$ cat config.mk
export PLATFORM = sky130hd
export DESIGN_NAME = win_dec
export DESIGN_NICKNAME = d
export VERILOG_FILES = /design/src/win_dec_pkg.sv /design/src/win_dec.sv
export SDC_FILE = /design/constraint.sdc
export NUM_CORES = 1
export LEC_CHECK = 0
export BUFFER_PORTS_ARGS = -buffer_cell sky130_fd_sc_hd__buf_2
export CORE_MARGIN = 1
export CORE_UTILIZATION = 44
export CTS_CLUSTER_DIAMETER = 50
export DETAILED_ROUTE_END_ITERATION = 8
export PLACE_DENSITY = 0.87
export SYNTH_ARGS = -nofsm -noshare
export SYNTH_HDL_FRONTEND = slang
export SYNTH_SLANG_ARGS = --single-unit
$ cat constraint.sdc
create_clock -name hclk -period 1.85 [get_ports hclk]
set_input_delay 0.37 -clock hclk [delete_from_list [all_inputs] [get_ports hclk]]
set_output_delay 0.37 -clock hclk [all_outputs]
set_load 0.1 [all_outputs]
$ cat src/win_dec_pkg.sv
// package for the master window decoder: register map, fields, reset values
// assumes a single AHB-Lite master and a 32-bit host address request port
package win_dec_pkg;

  // ----------------------------------------------------------------------
  // register byte offsets
  // ----------------------------------------------------------------------
  localparam logic [7:0] CMD_OFF   = 8'h00;  // general command (bus enable)
  localparam logic [7:0] MOD_OFF   = 8'h04;  // user modifier select
  localparam logic [7:0] PAGE_OFF  = 8'h08;  // upper address page
  localparam logic [7:0] MODE_OFF  = 8'h0C;  // window mode port
  localparam logic [7:0] SEM_OFF   = 8'h10;  // mailbox semaphore
  localparam logic [7:0] STAT_OFF  = 8'h14;  // last decode status

  // ----------------------------------------------------------------------
  // field positions and reset values
  // ----------------------------------------------------------------------
  localparam int         BUS_EN_BIT    = 0;
  localparam int         OPT_BIT       = 7;
  localparam int         SYSFAIL_BIT   = 7;
  localparam logic [7:0] MOD_RST       = 8'h00;
  localparam logic [15:0] PAGE_RST     = 16'h0000;
  localparam logic [7:0] MODE_RST      = 8'h00;
  localparam logic [7:0] MODE_SIXTEEN  = 8'h00;
  localparam logic [7:0] MODE_BIG      = 8'h01;

  // ----------------------------------------------------------------------
  // window bounds
  // ----------------------------------------------------------------------
  localparam logic [19:0] REAL_BASE    = 20'hE0000;
  localparam logic [19:0] REAL_LAST    = 20'hEFFFF;
  localparam logic [1:0]  AS_A24       = 2'b11;
  localparam logic [1:0]  AS_A16       = 2'b10;
  localparam logic [1:0]  AS_A32       = 2'b01;
  localparam logic [1:0]  AS_USER      = 2'b00;

  // ----------------------------------------------------------------------
  // host request and bus cycle carriers
  // ----------------------------------------------------------------------
  typedef enum logic [1:0]
  {
    SZ_BYTE = 2'b00,
    SZ_WORD = 2'b01,
    SZ_LONG = 2'b10
  } size_t;

  typedef struct packed
  {
    logic        valid;
    logic        real_mode;
    logic [31:0] addr;
    size_t       size;
  } host_req_t;

  typedef struct packed
  {
    logic        start;
    logic [31:0] addr;
    logic [5:0]  am;
    size_t       size;
  } bus_cyc_t;

endpackage : win_dec_pkg
$ cat src/win_dec.sv
// master window decoder: host accesses to bus master cycles, AHB-Lite regs
// assumes host requests arrive on hclk; soft_rst is a synchronous pulse
//
// Notes on behaviour
// - real mode window E0000-EFFFF forwards only while bus enable is set
// - real mode modifier comes from modifier register bits 5-0
// - real mode: A31-A16 from page register, A15-A0 from host
// - byte, word and longword accesses keep their size on the bus
// - protected hit needs A31=0, A30=1, A25=1, A24=1
// - protected mode: A31-A24 from page register, A23-A1 from host
// - host A29-A26 pick one of sixteen regions, same bus address
// - A29:A28 pick A24, A16, A32 or user-defined space
// - A27 supervisory or not, A26 program or data
// - user region: option clear gives bits 5-0, set gives 5-3 plus 6,5,2,1
// - modifier option bit resets to zero
// - outside real mode, modifier register used only when A29 and A28 are both zero
// - protected mode ignores page register bits 7-0
// - sixteen-region decoding only while mode port holds zero
// - 128 Mbyte mode from 4000_0000 with user and automatic modifiers
// - 128 Mbyte mode: A31-A27 from page register, A26-A0 from host
// - bus enable clears at reset, survives a soft reset
//
// The placing of the registers and the AHB-Lite slave port were chosen for this implementation.
`timescale 1ns/1ps
module win_dec
(
  // clock and reset
  input  wire logic                   hclk,
  input  wire logic                   hresetn,
  input  wire logic                   soft_rst,
  // register bus
  input  wire logic                   hsel,
  input  wire logic [31:0]            haddr,
  input  wire logic [1:0]             htrans,
  input  wire logic                   hwrite,
  input  wire logic [2:0]             hsize,
  input  wire logic [31:0]            hwdata,
  input  wire logic                   hready,
  output logic      [31:0]            hrdata,
  output logic                        hreadyout,
  output logic                        hresp,
  // host access port
  input  wire win_dec_pkg::host_req_t host_req,
  // bus master cycle and local service
  output win_dec_pkg::bus_cyc_t       bus_cyc,
  output logic                        local_hit
);
  import win_dec_pkg::*;

  // ----------------------------------------------------------------------
  // registers
  // ----------------------------------------------------------------------
  logic        bus_en_reg;
  logic [7:0]  mod_reg;
  logic [15:0] page_reg;
  logic [7:0]  mode_reg;
  logic [7:0]  sem_reg;
  logic [1:0]  stat_reg;
  logic        wr_pend_reg;
  logic [7:0]  wr_off_reg;
  bus_cyc_t    cyc_reg;
  logic        local_reg;

  // automatic modifier: space and privilege/program bits to a code
  function automatic logic [5:0] auto_am(input logic [1:0] asz, input logic sup,
                                         input logic pgm);
    logic [5:0] base;
    base = 6'h00;
    unique case (asz)
      AS_A24:  base = 6'h38;
      AS_A16:  base = 6'h28;
      AS_A32:  base = 6'h08;
      AS_USER: base = 6'h00;
    endcase
    // short space has no program/data split: supervisory sets bit 2, low bits fixed
    if (asz == AS_A16)
      auto_am = base | {3'b000, sup, 2'b01};
    else
      auto_am = base | {3'b000, sup, pgm, ~pgm};
  endfunction : auto_am

  // user-defined modifier with optional low-bit override
  function automatic logic [5:0] user_am(input logic [7:0] m, input logic sup,
                                         input logic pgm);
    logic [2:0] low;
    // 11 -> 6, 10 -> 5, 01 -> 2, 00 -> 1
    low = {sup, pgm, ~pgm};
    if (m[OPT_BIT])
      user_am = {m[5:3], low};
    else
      user_am = m[5:0];
  endfunction : user_am

  // ----------------------------------------------------------------------
  // host decode
  // ----------------------------------------------------------------------
  wire [31:0] a         = host_req.addr;
  wire [1:0]  asz       = a[29:28];
  wire        sup       = a[27];
  wire        pgm       = a[26];
  wire        real_hit  = host_req.real_mode && a[31:20] == 12'h000 &&
                          a[19:0] >= REAL_BASE && a[19:0] <= REAL_LAST;
  wire        prot16_hit = !host_req.real_mode && mode_reg == MODE_SIXTEEN &&
                           !a[31] && a[30] && a[25] && a[24];
  wire        prot128_hit = !host_req.real_mode && mode_reg == MODE_BIG &&
                            !a[31] && a[30] &&
                            (asz != AS_USER || !a[27]);
  wire        any_hit   = real_hit || prot16_hit || prot128_hit;
  wire        go        = host_req.valid && any_hit && bus_en_reg;
  // a16 in the big mode has no program bit, so pgm is ignored there
  wire [5:0]  prot_am   = (asz == AS_USER) ? user_am(mod_reg, sup, pgm)
                                           : auto_am(asz, sup, pgm);
  wire [5:0]  am_sel    = real_hit ? mod_reg[5:0] : prot_am;
  wire [31:0] addr_sel  = real_hit    ? {page_reg, a[15:0]}
                        : prot16_hit  ? {page_reg[15:8], a[23:1], 1'b0}
                        :               {page_reg[15:11], a[26:0]};

  // bus cycle register, one pulse per forwarded host request
  always_ff @(posedge hclk or negedge hresetn)
  begin
    if (!hresetn)
    begin
      cyc_reg   <= '0;
      local_reg <= 1'b0;
    end
    else
    begin
      cyc_reg.start <= go;
      local_reg     <= host_req.valid && !go;
      if (go)
      begin
        cyc_reg.addr <= addr_sel;
        cyc_reg.am   <= am_sel;
        cyc_reg.size <= host_req.size;
      end
    end
  end

  assign bus_cyc   = cyc_reg;
  assign local_hit = local_reg;

  // ----------------------------------------------------------------------
  // AHB-Lite slave
  // ----------------------------------------------------------------------
  wire       ahb_take = hsel && hready && htrans[1];
  wire [7:0] rd_off   = haddr[7:0];
  wire [31:0] rd_word = (rd_off == CMD_OFF)  ? {31'h0, bus_en_reg}
                      : (rd_off == MOD_OFF)  ? {24'h0, mod_reg}
                      : (rd_off == PAGE_OFF) ? {16'h0, page_reg}
                      : (rd_off == MODE_OFF) ? {24'h0, mode_reg}
                      : (rd_off == SEM_OFF)  ? {24'h0, sem_reg}
                      : (rd_off == STAT_OFF) ? {30'h0, stat_reg}
                      :                        32'h0000_0000;

  // address phase capture and read data
  always_ff @(posedge hclk or negedge hresetn)
  begin
    if (!hresetn)
    begin
      wr_pend_reg <= 1'b0;
      wr_off_reg  <= 8'h00;
      hrdata      <= 32'h0000_0000;
    end
    else
    begin
      wr_pend_reg <= ahb_take && hwrite;
      wr_off_reg  <= rd_off;
      if (ahb_take && !hwrite)
        hrdata <= rd_word;
    end
  end

  // config registers; bus enable keeps its value over soft reset
  always_ff @(posedge hclk or negedge hresetn)
  begin
    if (!hresetn)
    begin
      bus_en_reg <= 1'b0;
      mod_reg    <= MOD_RST;
      page_reg   <= PAGE_RST;
      mode_reg   <= MODE_RST;
      sem_reg    <= 8'h00;
      stat_reg   <= 2'b00;
    end
    else
    begin
      if (soft_rst)
      begin
        mod_reg  <= MOD_RST;
        mode_reg <= MODE_RST;
      end
      else if (wr_pend_reg)
      begin
        unique case (wr_off_reg)
          CMD_OFF:  bus_en_reg <= hwdata[BUS_EN_BIT];
          MOD_OFF:  mod_reg    <= hwdata[7:0];
          PAGE_OFF: page_reg   <= hwdata[15:0];
          MODE_OFF: mode_reg   <= hwdata[7:0];
          SEM_OFF:  sem_reg    <= hwdata[7:0];
          default:  ;
        endcase
      end
      if (host_req.valid)
        stat_reg <= {go, any_hit};
    end
  end

  assign hreadyout = 1'b1;
  assign hresp     = 1'b0;

  // ----------------------------------------------------------------------
  // checks
  // ----------------------------------------------------------------------
  real_gate_a: assert property (@(posedge hclk) disable iff (!hresetn)
    host_req.valid && real_hit && !bus_en_reg |=> !bus_cyc.start)
    else $error("real window access started while disabled");
  real_am_a: assert property (@(posedge hclk) disable iff (!hresetn)
    go && real_hit |=> bus_cyc.am == $past(mod_reg[5:0]))
    else $error("real mode modifier mismatch");
  real_addr_a: assert property (@(posedge hclk) disable iff (!hresetn)
    go && real_hit |=> bus_cyc.addr == {$past(page_reg), $past(a[15:0])})
    else $error("real mode address mismatch");
  size_keep_a: assert property (@(posedge hclk) disable iff (!hresetn)
    go |=> bus_cyc.size == $past(host_req.size))
    else $error("access size not kept");
  prot_hit_a: assert property (@(posedge hclk) disable iff (!hresetn)
    host_req.valid && !host_req.real_mode && mode_reg == MODE_SIXTEEN &&
    !(a[30] && a[25] && a[24] && !a[31]) |=> !bus_cyc.start)
    else $error("protected miss started a cycle");
  prot_addr_a: assert property (@(posedge hclk) disable iff (!hresetn)
    go && prot16_hit |=> bus_cyc.addr[31:24] == $past(page_reg[15:8]) &&
    bus_cyc.addr[23:1] == $past(a[23:1]))
    else $error("protected address mismatch");
  a24_sup_a: assert property (@(posedge hclk) disable iff (!hresetn)
    go && prot16_hit && asz == AS_A24 && sup && pgm |=> bus_cyc.am == 6'h3E)
    else $error("a24 supervisory program modifier wrong");
  user_opt_a: assert property (@(posedge hclk) disable iff (!hresetn)
    go && prot16_hit && asz == AS_USER && mod_reg[OPT_BIT] && sup && !pgm
    |=> bus_cyc.am == {$past(mod_reg[5:3]), 3'd5})
    else $error("user option low bits wrong");
  miss_local_a: assert property (@(posedge hclk) disable iff (!hresetn)
    host_req.valid && !go |=> local_hit && !bus_cyc.start)
    else $error("miss not served locally");

endmodule : win_dec

==> results of run 1 <==
==> path summary, 6_finish.rpt <==
check	startpoint	end	slack [ns]	cells after the start
max	mode_reg[4]	bus_cyc[9]	-0.14	6
min	hresetn	bus_cyc[14]	0.04	2
max reg2reg	mode_reg[4]	bus_cyc[9]	-0.14	6
min reg2reg	hrdata[8]	hrdata[8]	0.49	2
max in group asynchronous	hresetn	mode_reg[5]	1.31	2
min in group hclk	haddr[1]	wr_off_reg[1]	0.14	1
==> cells by family after synthesis <==
kind of cell | Yosys count | share of synthesized area
AO/OA/AOI/OAI | 81 | 0.101
adder cells (fa/ha/maj) | 3 | 0.00764
buffers and inverters | 55 | 0.0683
flip-flops | 110 | 0.561
multiplexers | 69 | 0.160
other | 2 | 0.00153
AND/OR/NAND/NOR | 97 | 0.101
==> stage by stage <==
stage | total power [µW] | cell area, µm² | instances | utilization
after floorplan | 2760 | 5040 | 433 | -
after global placement | 2920 | 5920 | 699 | 0.546
after global routing | 4400 | 6360 | 725 | 0.587
after detailed placement | 2930 | 5920 | 699 | 0.546
final | 4210 | 6360 | 725 | 0.587
after CTS | 4250 | 6210 | 722 | 0.573
==> cell usage in the layout, fill, tap and decap left out, drive strengths merged, types with 12 or more instances in the layout <==
master,instances
mux2i,22
buf,170
nand2,28
a21oi,25
conb,18
clkbuf,12
nor2,37
inv,19
dfrtp,110
mux2,47
o21ai,29
==> layer usage <==
| layer | global-route usage | share of wire | vias up |
|---|---|---|---|
| met5 | 0 | 0 | - |
| met4 | 0.0890 | 0.026 | 0 |
| met3 | 0.0357 | 0.067 | 24 |
| met2 | 0.359 | 0.50 | 173 |
| met1 | 0.266 | 0.40 | 1909 |
| li1 | - | - | 1755 |
==> report_power, final <==
part           switching [µW]  leakage (µW)  internal (µW)
clock network             793     0.0000893            528
registers                12.8       0.00148           2420
logic                     345       0.00179            115
total                    1150       0.00336           3060
==> worst max-delay path, delay by kind of cell, from the launching register on <==
family | cells | cell delay (ns)
and+or+nand+nor | 1 | 0.32
buffers and inverters | 2 | 0.40
AOI/OAI and AO/OA | 2 | 0.36
DFF | 1 | 0.43
muxes | 1 | 0.34
==> cell type report <==
type	count	area, µm²
well taps	140	175
flip-flops and latches	110	2750
multi-input cells	268	2080
repair buffers	171	1100
clock inverters	5	35.0
fillers	854	4480
clock buffers	11	141
inverters	19	71.3
diodes	1	2.50
==> what timing repair did <==
item,CTS,global route
gates resized for setup,9,31
cloned,1,1
pin swaps,2,5
setup buffers,6,1
endpoints found under the setup margin,50,77
==> synth_stat cells (all sizes together) <==
| cell type | number |
|---|---|
| conb | 2 |
| o221ai | 1 |
| o211ai | 6 |
| and4b | 1 |
| buf | 28 |
| a21oi | 25 |
| clkbuf | 8 |
| mux2i | 22 |
| o31a | 1 |
| nor2b | 3 |
| a21boi | 1 |
| o22a | 1 |
| and3b | 1 |
| a31oi | 4 |
| o21ai | 29 |
| or4b | 1 |
| a21o | 2 |
| nor4b | 2 |
| nor4 | 5 |
| nand3b | 1 |
| o2111ai | 2 |
| o21a | 1 |
| and4 | 2 |
| nor2 | 37 |
| mux2 | 47 |
| nand4b | 1 |
| nand2 | 28 |
| inv | 19 |
| nand3 | 6 |
| a2bb2oi | 2 |
| nor3b | 2 |
| nor3 | 4 |
| ha | 3 |
| nand4 | 1 |
| a221oi | 6 |
| and3 | 2 |
| dfrtp | 110 |
==> results.cfg, run 1 <==
[timing]
slew_headroom = 0.602
worstMarginPinSlew_ns = 0.597
hold_viol = 0
fin_worst_skew_ns = 0.0147
slew_viol_final = 0
hold_ws_ns = 0.0429
grt_setup_unrepaired = yes
setup_viol = 69
finalCriticalPeriod_ns = 1.99
fin_crit_sh = 1.07
setup_ws_ns = -0.136
tns_ns = -5.33
fmax_mhz = 503

[place]
port_buffers = 124
gp_congestion = 0.854
place_hpwl_mm = 8.64
place_ws_ns = -0.192

[worst_hold_path]
worstHoldPathType = primary input to async pin

[logic_synthesis]
ys_seq_area_frac = 0.561
yosysTopAreaCellShare = 0.561
syn_avg_cell_area_um2 = 11.8
ys_types = 49
post_synth_inst_count = 417
synth_area_leaders = dfrtp_1, mux2_1, mux2i_1
yosysWarnings = 0
ys_seq_elements = 110
syn-cell-area_um2 = 4910
yosysTopAreaCell = dfrtp_1

[grt]
grt_antenna_before_repair = 1
grt-ovfl-total = 0
grt_pass1_wl_mm = 18.7
grt_pass1_vias = 3773
grt_max_degree = 111
grt_use_total = 0.211

[worst_setup_path]
crit_path_max_incr_delay_ns = 0.43
cp-end-kind = flop
arrival_ns = 2.23
slowest_stage = dfrtp_1
path_cells = nor4_4 -> buf_4 -> o2111ai_4 -> a21oi_4 -> buf_12 -> mux2_1
worstSetupPathType = flop to flop
critPathMaxFanout = 20
cp_data_required_time_ns = 2.10
setup.worst_path.start_class = flop

[outcome]
violations = setup timing
status = complete, but fails checks

[routing]
drc_errors = 0
routedWlPerCell_um = 17.3
routed-via-count = 3861
drt_first_iter_violations = 269
firstDrtPassIters = 4
wl_mm = 12.6
vias_per_cell = 5.33
ant_nets = 0

[clock_tree]
cts.clk_slew.worst_paths_ns = 0.10
cts_sinks = 110
root_buffer = clkbuf_8
hold_buffers = 0
insertion_delay_ns = 0.37
cts_buffers = 9
cts_max_path_buffers = 2
htree_levels = 3
cts_tree = done

[die]
fp.dieW_um = 108
die_area_um2 = 11600
num_rows = 38
die_height_um = 108
core_area_um2 = 10800
start_util = 0.453
pin_count = 187

[power]
p_leak_uw = 0.00336
powerDensity_nw_per_um2 = 662
ir_drop_v = 0.000430

[flow_run]
maxCapViolCount = 0

[finish]
layout.nets = 693
area_growth_syn_to_layout_pct = 29.5
largest_reg_flops = 41
drive_above_1_share = 0.426
(Power assumes the default switching activity.)
==> inputs of run 2 (changes only) <==
Settings changed: ABC_AREA set to 1, CORE_UTILIZATION 44 to 45, GPL_TIMING_DRIVEN set to 0, PLACE_DENSITY 0.87 to 0.88.
==> run 2 against run 1 <==
The run now ends clean. Clock skew shrank 0.0071 ns. Clock power grew 47%. Non-clock buffer count shrank 10.
==> results.cfg, run 2 <==
[outcome]
status = completed

[die]
fp.dieW_um = 108
core_area_um2 = 10900
num_rows = 38
pin_count = 187
die_area_um2 = 11800
start_util = 0.466
die_height_um = 108

[place]
gp_congestion = 0.860
port_buffers = 123
place_hpwl_mm = 9.62

[clock_tree]
cts.clk_slew.worst_paths_ns = 0.08
cts_buffers = 9
htree_levels = 3
cts_max_path_buffers = 2
root_buffer = clkbuf_16
cts_tree = done
cts_sinks = 110
hold_buffers = 0
insertion_delay_ns = 0.35

[logic_synthesis]
synth_flop_cell = dfrtp_1
yosysWarnings = 0
ys_seq_area_frac = 0.540
yosysTopAreaCell = dfrtp_1
async_reset_ff_frac = 1.00
post_synth_inst_count = 615
ys_types = 31
synth_edf_count = 0
yosysTopAreaCellShare = 0.540
synth_area_leaders = dfrtp_1, nand2_1, o21ai_0
syn_avg_cell_area_um2 = 8.29
synthTopCellsByCount = nand2_1, dfrtp_1, inv_1
ys_seq_elements = 110
syn-cell-area_um2 = 5100
yosysMostFrequentCell = nand2_1

[worst_hold_path]
worstHoldPathType = primary input to async pin

[worst_setup_path]
setup.worst_path.start_class = flop
path_cells = nor2_2 -> inv_1 -> nor2_1 -> nand3_2 -> nand3_2 -> nand3_2 -> buf_6 -> buf_6 -> nand2_1 -> o21ai_2
critPathMaxFanout = 10
crit_path_max_incr_delay_ns = 0.41
path_buf_inv = 3
path_delay_family = simple AND/OR/NAND/NOR gates
slowest_stage = dfrtp_1
cp-end-kind = flop
cp_data_required_time_ns = 2.09
crit_top_cell = nand3_2
arrival_ns = 1.99
worstSetupPathType = flop to flop

[timing]
setup_viol = 0
fmax_mhz = 569
tns_ns = 0
grt_setup_unrepaired = yes
fin_worst_skew_ns = 0.00765
slew_viol_final = 0
worstMarginPinSlew_ns = 0.706
slew_headroom = 0.527
fin_crit_sh = 0.949
hold_viol = 0
finalCriticalPeriod_ns = 1.76

[finish]
layout.nets = 881
multi_input_area_um2 = 1960
seq_area_um2 = 2750
drive_above_1_share = 0.260
final_cell_mix = nand2_1, buf_2, dfrtp_1, inv_1, o21ai_0
antenna_cells = 0
final_common_cell = nand2_1
largest_reg_flops = 41
fillerInstances = 985
area_growth_syn_to_layout_pct = 24.1

[power]
ir_drop_v = 0.000400
powerDensity_nw_per_um2 = 782
finalPower_uw = 4950
p_leak_uw = 0.00358

[grt]
grt_use_total = 0.223
grt_max_degree = 67
grt_pass1_wl_mm = 20.0
grt_pass1_vias = 4165
grt_antenna_before_repair = 0
grt-ovfl-total = 0

[routing]
routedWlPerCell_um = 14.0
wl_mm = 12.8
ant_nets = 0
firstDrtPassIters = 5
drt_first_iter_violations = 421
vias_per_cell = 4.94
drc_errors = 0
routed-via-count = 4501

[flow_run]
maxCapViolCount = 0
run 2: cell count changes after synthesis, moves of 20 or more:
cell,before,now
mux2_1,20,0
mux2i_1,22,0
a21oi_1,24,3
inv_1,19,57
nand2_1,27,218
o21ai_0,28,54
nand3_1,5,38
run 2: worst paths after layout:
kind | startpoint | to | slack [ns] | cells past startpoint
worst max-delay path | mode_reg[3] | bus_cyc[8] | 0.09 | 10
worst min-delay path | hresetn | sem_reg[6] | 0.01 | 1
worst max register to register | mode_reg[3] | bus_cyc[8] | 0.09 | 10
worst min register to register | bus_cyc[9] | bus_cyc[9] | 0.48 | 2
max in group asynchronous | hresetn | page_reg[2] | 1.13 | 2
min in group hclk | haddr[0] | wr_off_reg[0] | 0.14 | 1
run 2: kinds of logic after synthesis:
logic type / count (synthesis) / synth area share
compound gates: 89 / 0.100
other cells: 2 / 0.00147
flops: 110 / 0.540
simple gates: 315 / 0.256
buf+inv: 96 / 0.0954
fa+ha+maj: 3 / 0.00736
run 2: repair_timing:
item	4_1_cts	5_1_grt
hold endpoints to repair	0	0
setup buffers	0	1
resized for setup	1	9
endpoints found under the setup margin	1	73
run 2: per-layer routing:
metal / global-route usage / wire length, µm
met4: 0.0714 / 219
met2: 0.361 / 6080
met1: 0.294 / 5560
met3: 0.0561 / 908
met5: 0 / 0
run 2: layout make-up:
cell class	instances	share of cell area
inverters	60	0.0362
flip-flops and latches	110	0.435
repair buffers	125	0.103
clock inverters	7	0.0123
well taps	140	0.0277
multi-input cells	425	0.309
plain buffers	36	0.0413
clock buffers	9	0.0356
run 2: stage by stage:
step           hold WS (ns)   util  setup slack (ns)  cells  instance area [µm²]
6_report             0.0104  0.579            0.0938    912                 6330
3_3_place_gp          0.457  0.544            -0.810    894                 5950
3_5_place_dp          0.406  0.547            -0.281    895                 5980
4_1_cts              0.0366  0.575            0.0377    911                 6290
5_1_grt              0.0487  0.579           -0.0587    912                 6330
2_1_floorplan        0.0744      -             0.113    631                 5160
run 2: where the power goes:
| part | switching, µW | total (µW) | internal, µW |
|---|---|---|---|
| combinational | 399 | 537 | 138 |
| clock | 976 | 1940 | 960 |
| sequential | 30.6 | 2470 | 2440 |
| total | 1410 | 4950 | 3540 |
==> inputs of run 3 (changes only) <==
Settings changed: PLACE_DENSITY 0.88 to 0.77.
==> run 3 against run 2 <==
Global-route usage decreased by 0.13 points. Sequential cell count did not move. Sequential power about the same. Wire length shrank 2.3%. Largest cell class unchanged. Critical endpoint is now bus_cyc[25]. Register-to-register slack better by 0.03 ns. Setup slack gained 0.031 ns. Cell area is 0.20% lower. Via count shrank 0.84%. Hold slack improved by 0.0039 ns.
==> results.cfg, run 3 (synthesis results as in run 2) <==
[finish]
antenna_cells = 0
final_cell_mix = nand2_1, buf_2, dfrtp_1, inv_1, o21ai_0
final_common_cell = nand2_1
area_growth_syn_to_layout_pct = 23.8
fin_util = 0.578
multi_input_area_um2 = 1960
largest_reg_flops = 41
layout.nets = 882
fillerInstances = 1005
seq_area_um2 = 2750
drive_above_1_share = 0.259

[worst_hold_path]
worstHoldPathType = primary input to async pin

[clock_tree]
htree_levels = 3
hold_buffers = 0
cts.clk_slew.worst_paths_ns = 0.07
insertion_delay_ns = 0.34
cts_max_path_buffers = 2
cts_buffers = 9
root_buffer = clkbuf_16
cts_tree = done
cts_sinks = 110

[worst_setup_path]
worstSetupPathType = flop to flop
critPathMaxFanout = 10
crit_path_start = mode_reg[1]
cp_data_required_time_ns = 2.08
cp-end-kind = flop
worst_r2r_startpoint = mode_reg[1]
setup.worst_path.end = bus_cyc[25]
r2r_cells = 10
r2r-end = bus_cyc[25]
arrival_ns = 1.95
setup.worst_path.start_class = flop
timing.reg2reg.setup_slack_ns = 0.12

[timing]
setup_viol = 0
finalCriticalPeriod_ns = 1.73
fin_worst_skew_ns = 0.00886
slew_headroom = 0.523
hold_viol = 0
grt_setup_unrepaired = yes
tns_ns = 0
slew_viol_final = 0
worstMarginPinSlew_ns = 0.712
fin_crit_sh = 0.933
fmax_mhz = 580

[die]
die_height_um = 108
pin_count = 187
die_area_um2 = 11800
core_area_um2 = 10900
fp.dieW_um = 108
num_rows = 38
start_util = 0.466

[routing]
wl_mm = 12.5
routed-via-count = 4463
drc_errors = 0
routedWlPerCell_um = 13.7
vias_per_cell = 4.89
drt_first_iter_violations = 423
ant_nets = 0
firstDrtPassIters = 6

[flow_run]
maxCapViolCount = 0

[power]
p_leak_uw = 0.00357
p_int_uw = 3530
ir_drop_v = 0.000571
powerDensity_nw_per_um2 = 758
power_frac_comb = 0.112
clockPowerShare = 0.371
p_switching_uw = 1260
finalPower_uw = 4790
seq_power_share = 0.517
switching_share = 0.262

[grt]
grt_max_degree = 67
grt-ovfl-total = 0
grt_pass1_wl_mm = 20.0
grt_antenna_before_repair = 0
grt_pass1_vias = 4217
grt_use_total = 0.222

[outcome]
status = completed

[place]
gp_congestion = 0.854
place_hpwl_mm = 9.61
port_buffers = 123
==> run 3: area by class of cell <==
cell class / instances / area share
repair buffers: 126 / 0.105
plain buffers: 36 / 0.0414
well taps: 140 / 0.0277
multi-input cells: 425 / 0.310
inverters: 60 / 0.0362
clock buffers: 11 / 0.0384
clock inverters: 5 / 0.00555
flip-flops and latches: 110 / 0.436
==> run 3: how the worst min path moves through the flow <==
stage | startpoint | to | slack [ns]
after floorplan | hresetn | bus_cyc[0] | 0.07
after global placement | bus_cyc[18] | bus_cyc[18] | 0.46
after detailed placement | hresetn | mode_reg[4] | 0.40
after CTS | hresetn | sem_reg[7] | 0.04
after global routing | hresetn | mode_reg[4] | 0.06
final | hresetn | sem_reg[7] | 0.01
==> run 3: critical path: stages (launching register included) <==
cell	delay (ns)
dfrtp_1	0.42
nor2_1	0.11
nand2_1	0.11
nor2_4	0.16
nand3_2	0.14
nand3_4	0.11
nand3_2	0.10
buf_6	0.17
buf_6	0.14
nand2_1	0.08
o21ai_2	0.05
==> run 3: stage by stage <==
stage	cells	area [µm²]	worst slack, ns	hold slack, ns
after floorplan	631	5160	0.113	0.0744
after global placement	894	5950	-0.755	0.456
after detailed placement	895	5980	-0.309	0.402
after CTS	911	6260	0.0387	0.0388
after global routing	913	6320	-0.0127	0.0638
final	913	6320	0.124	0.0143
==> run 3: per-layer routing <==
layer	share of wire	vias to the layer above	GRT usage	wire, µm
met1	0.44	2039	0.306	5510
met2	0.47	193	0.359	5820
met5	0	-	0	0
met3	0.077	17	0.0410	966
li1	-	2214	-	-
met4	0.014	0	0.0598	178
==> run 3: repair_timing <==
action,in CTS,in global routing
pin swaps,0,0
buffers inserted,0,2
endpoints found under the setup margin,1,59
gates resized for setup,1,9
==> run 3: power by group through the flow <==
| stage | clock [µW] | sequential (µW) | combinational, µW |
|---|---|---|---|
| floorplan | 0 | 2530 | 319 |
| global placement | 0 | 2520 | 510 |
| detailed placement | 0 | 2520 | 526 |
| CTS | 1810 | 2470 | 530 |
| global route | 1940 | 2480 | 586 |
| finish | 1780 | 2480 | 535 |
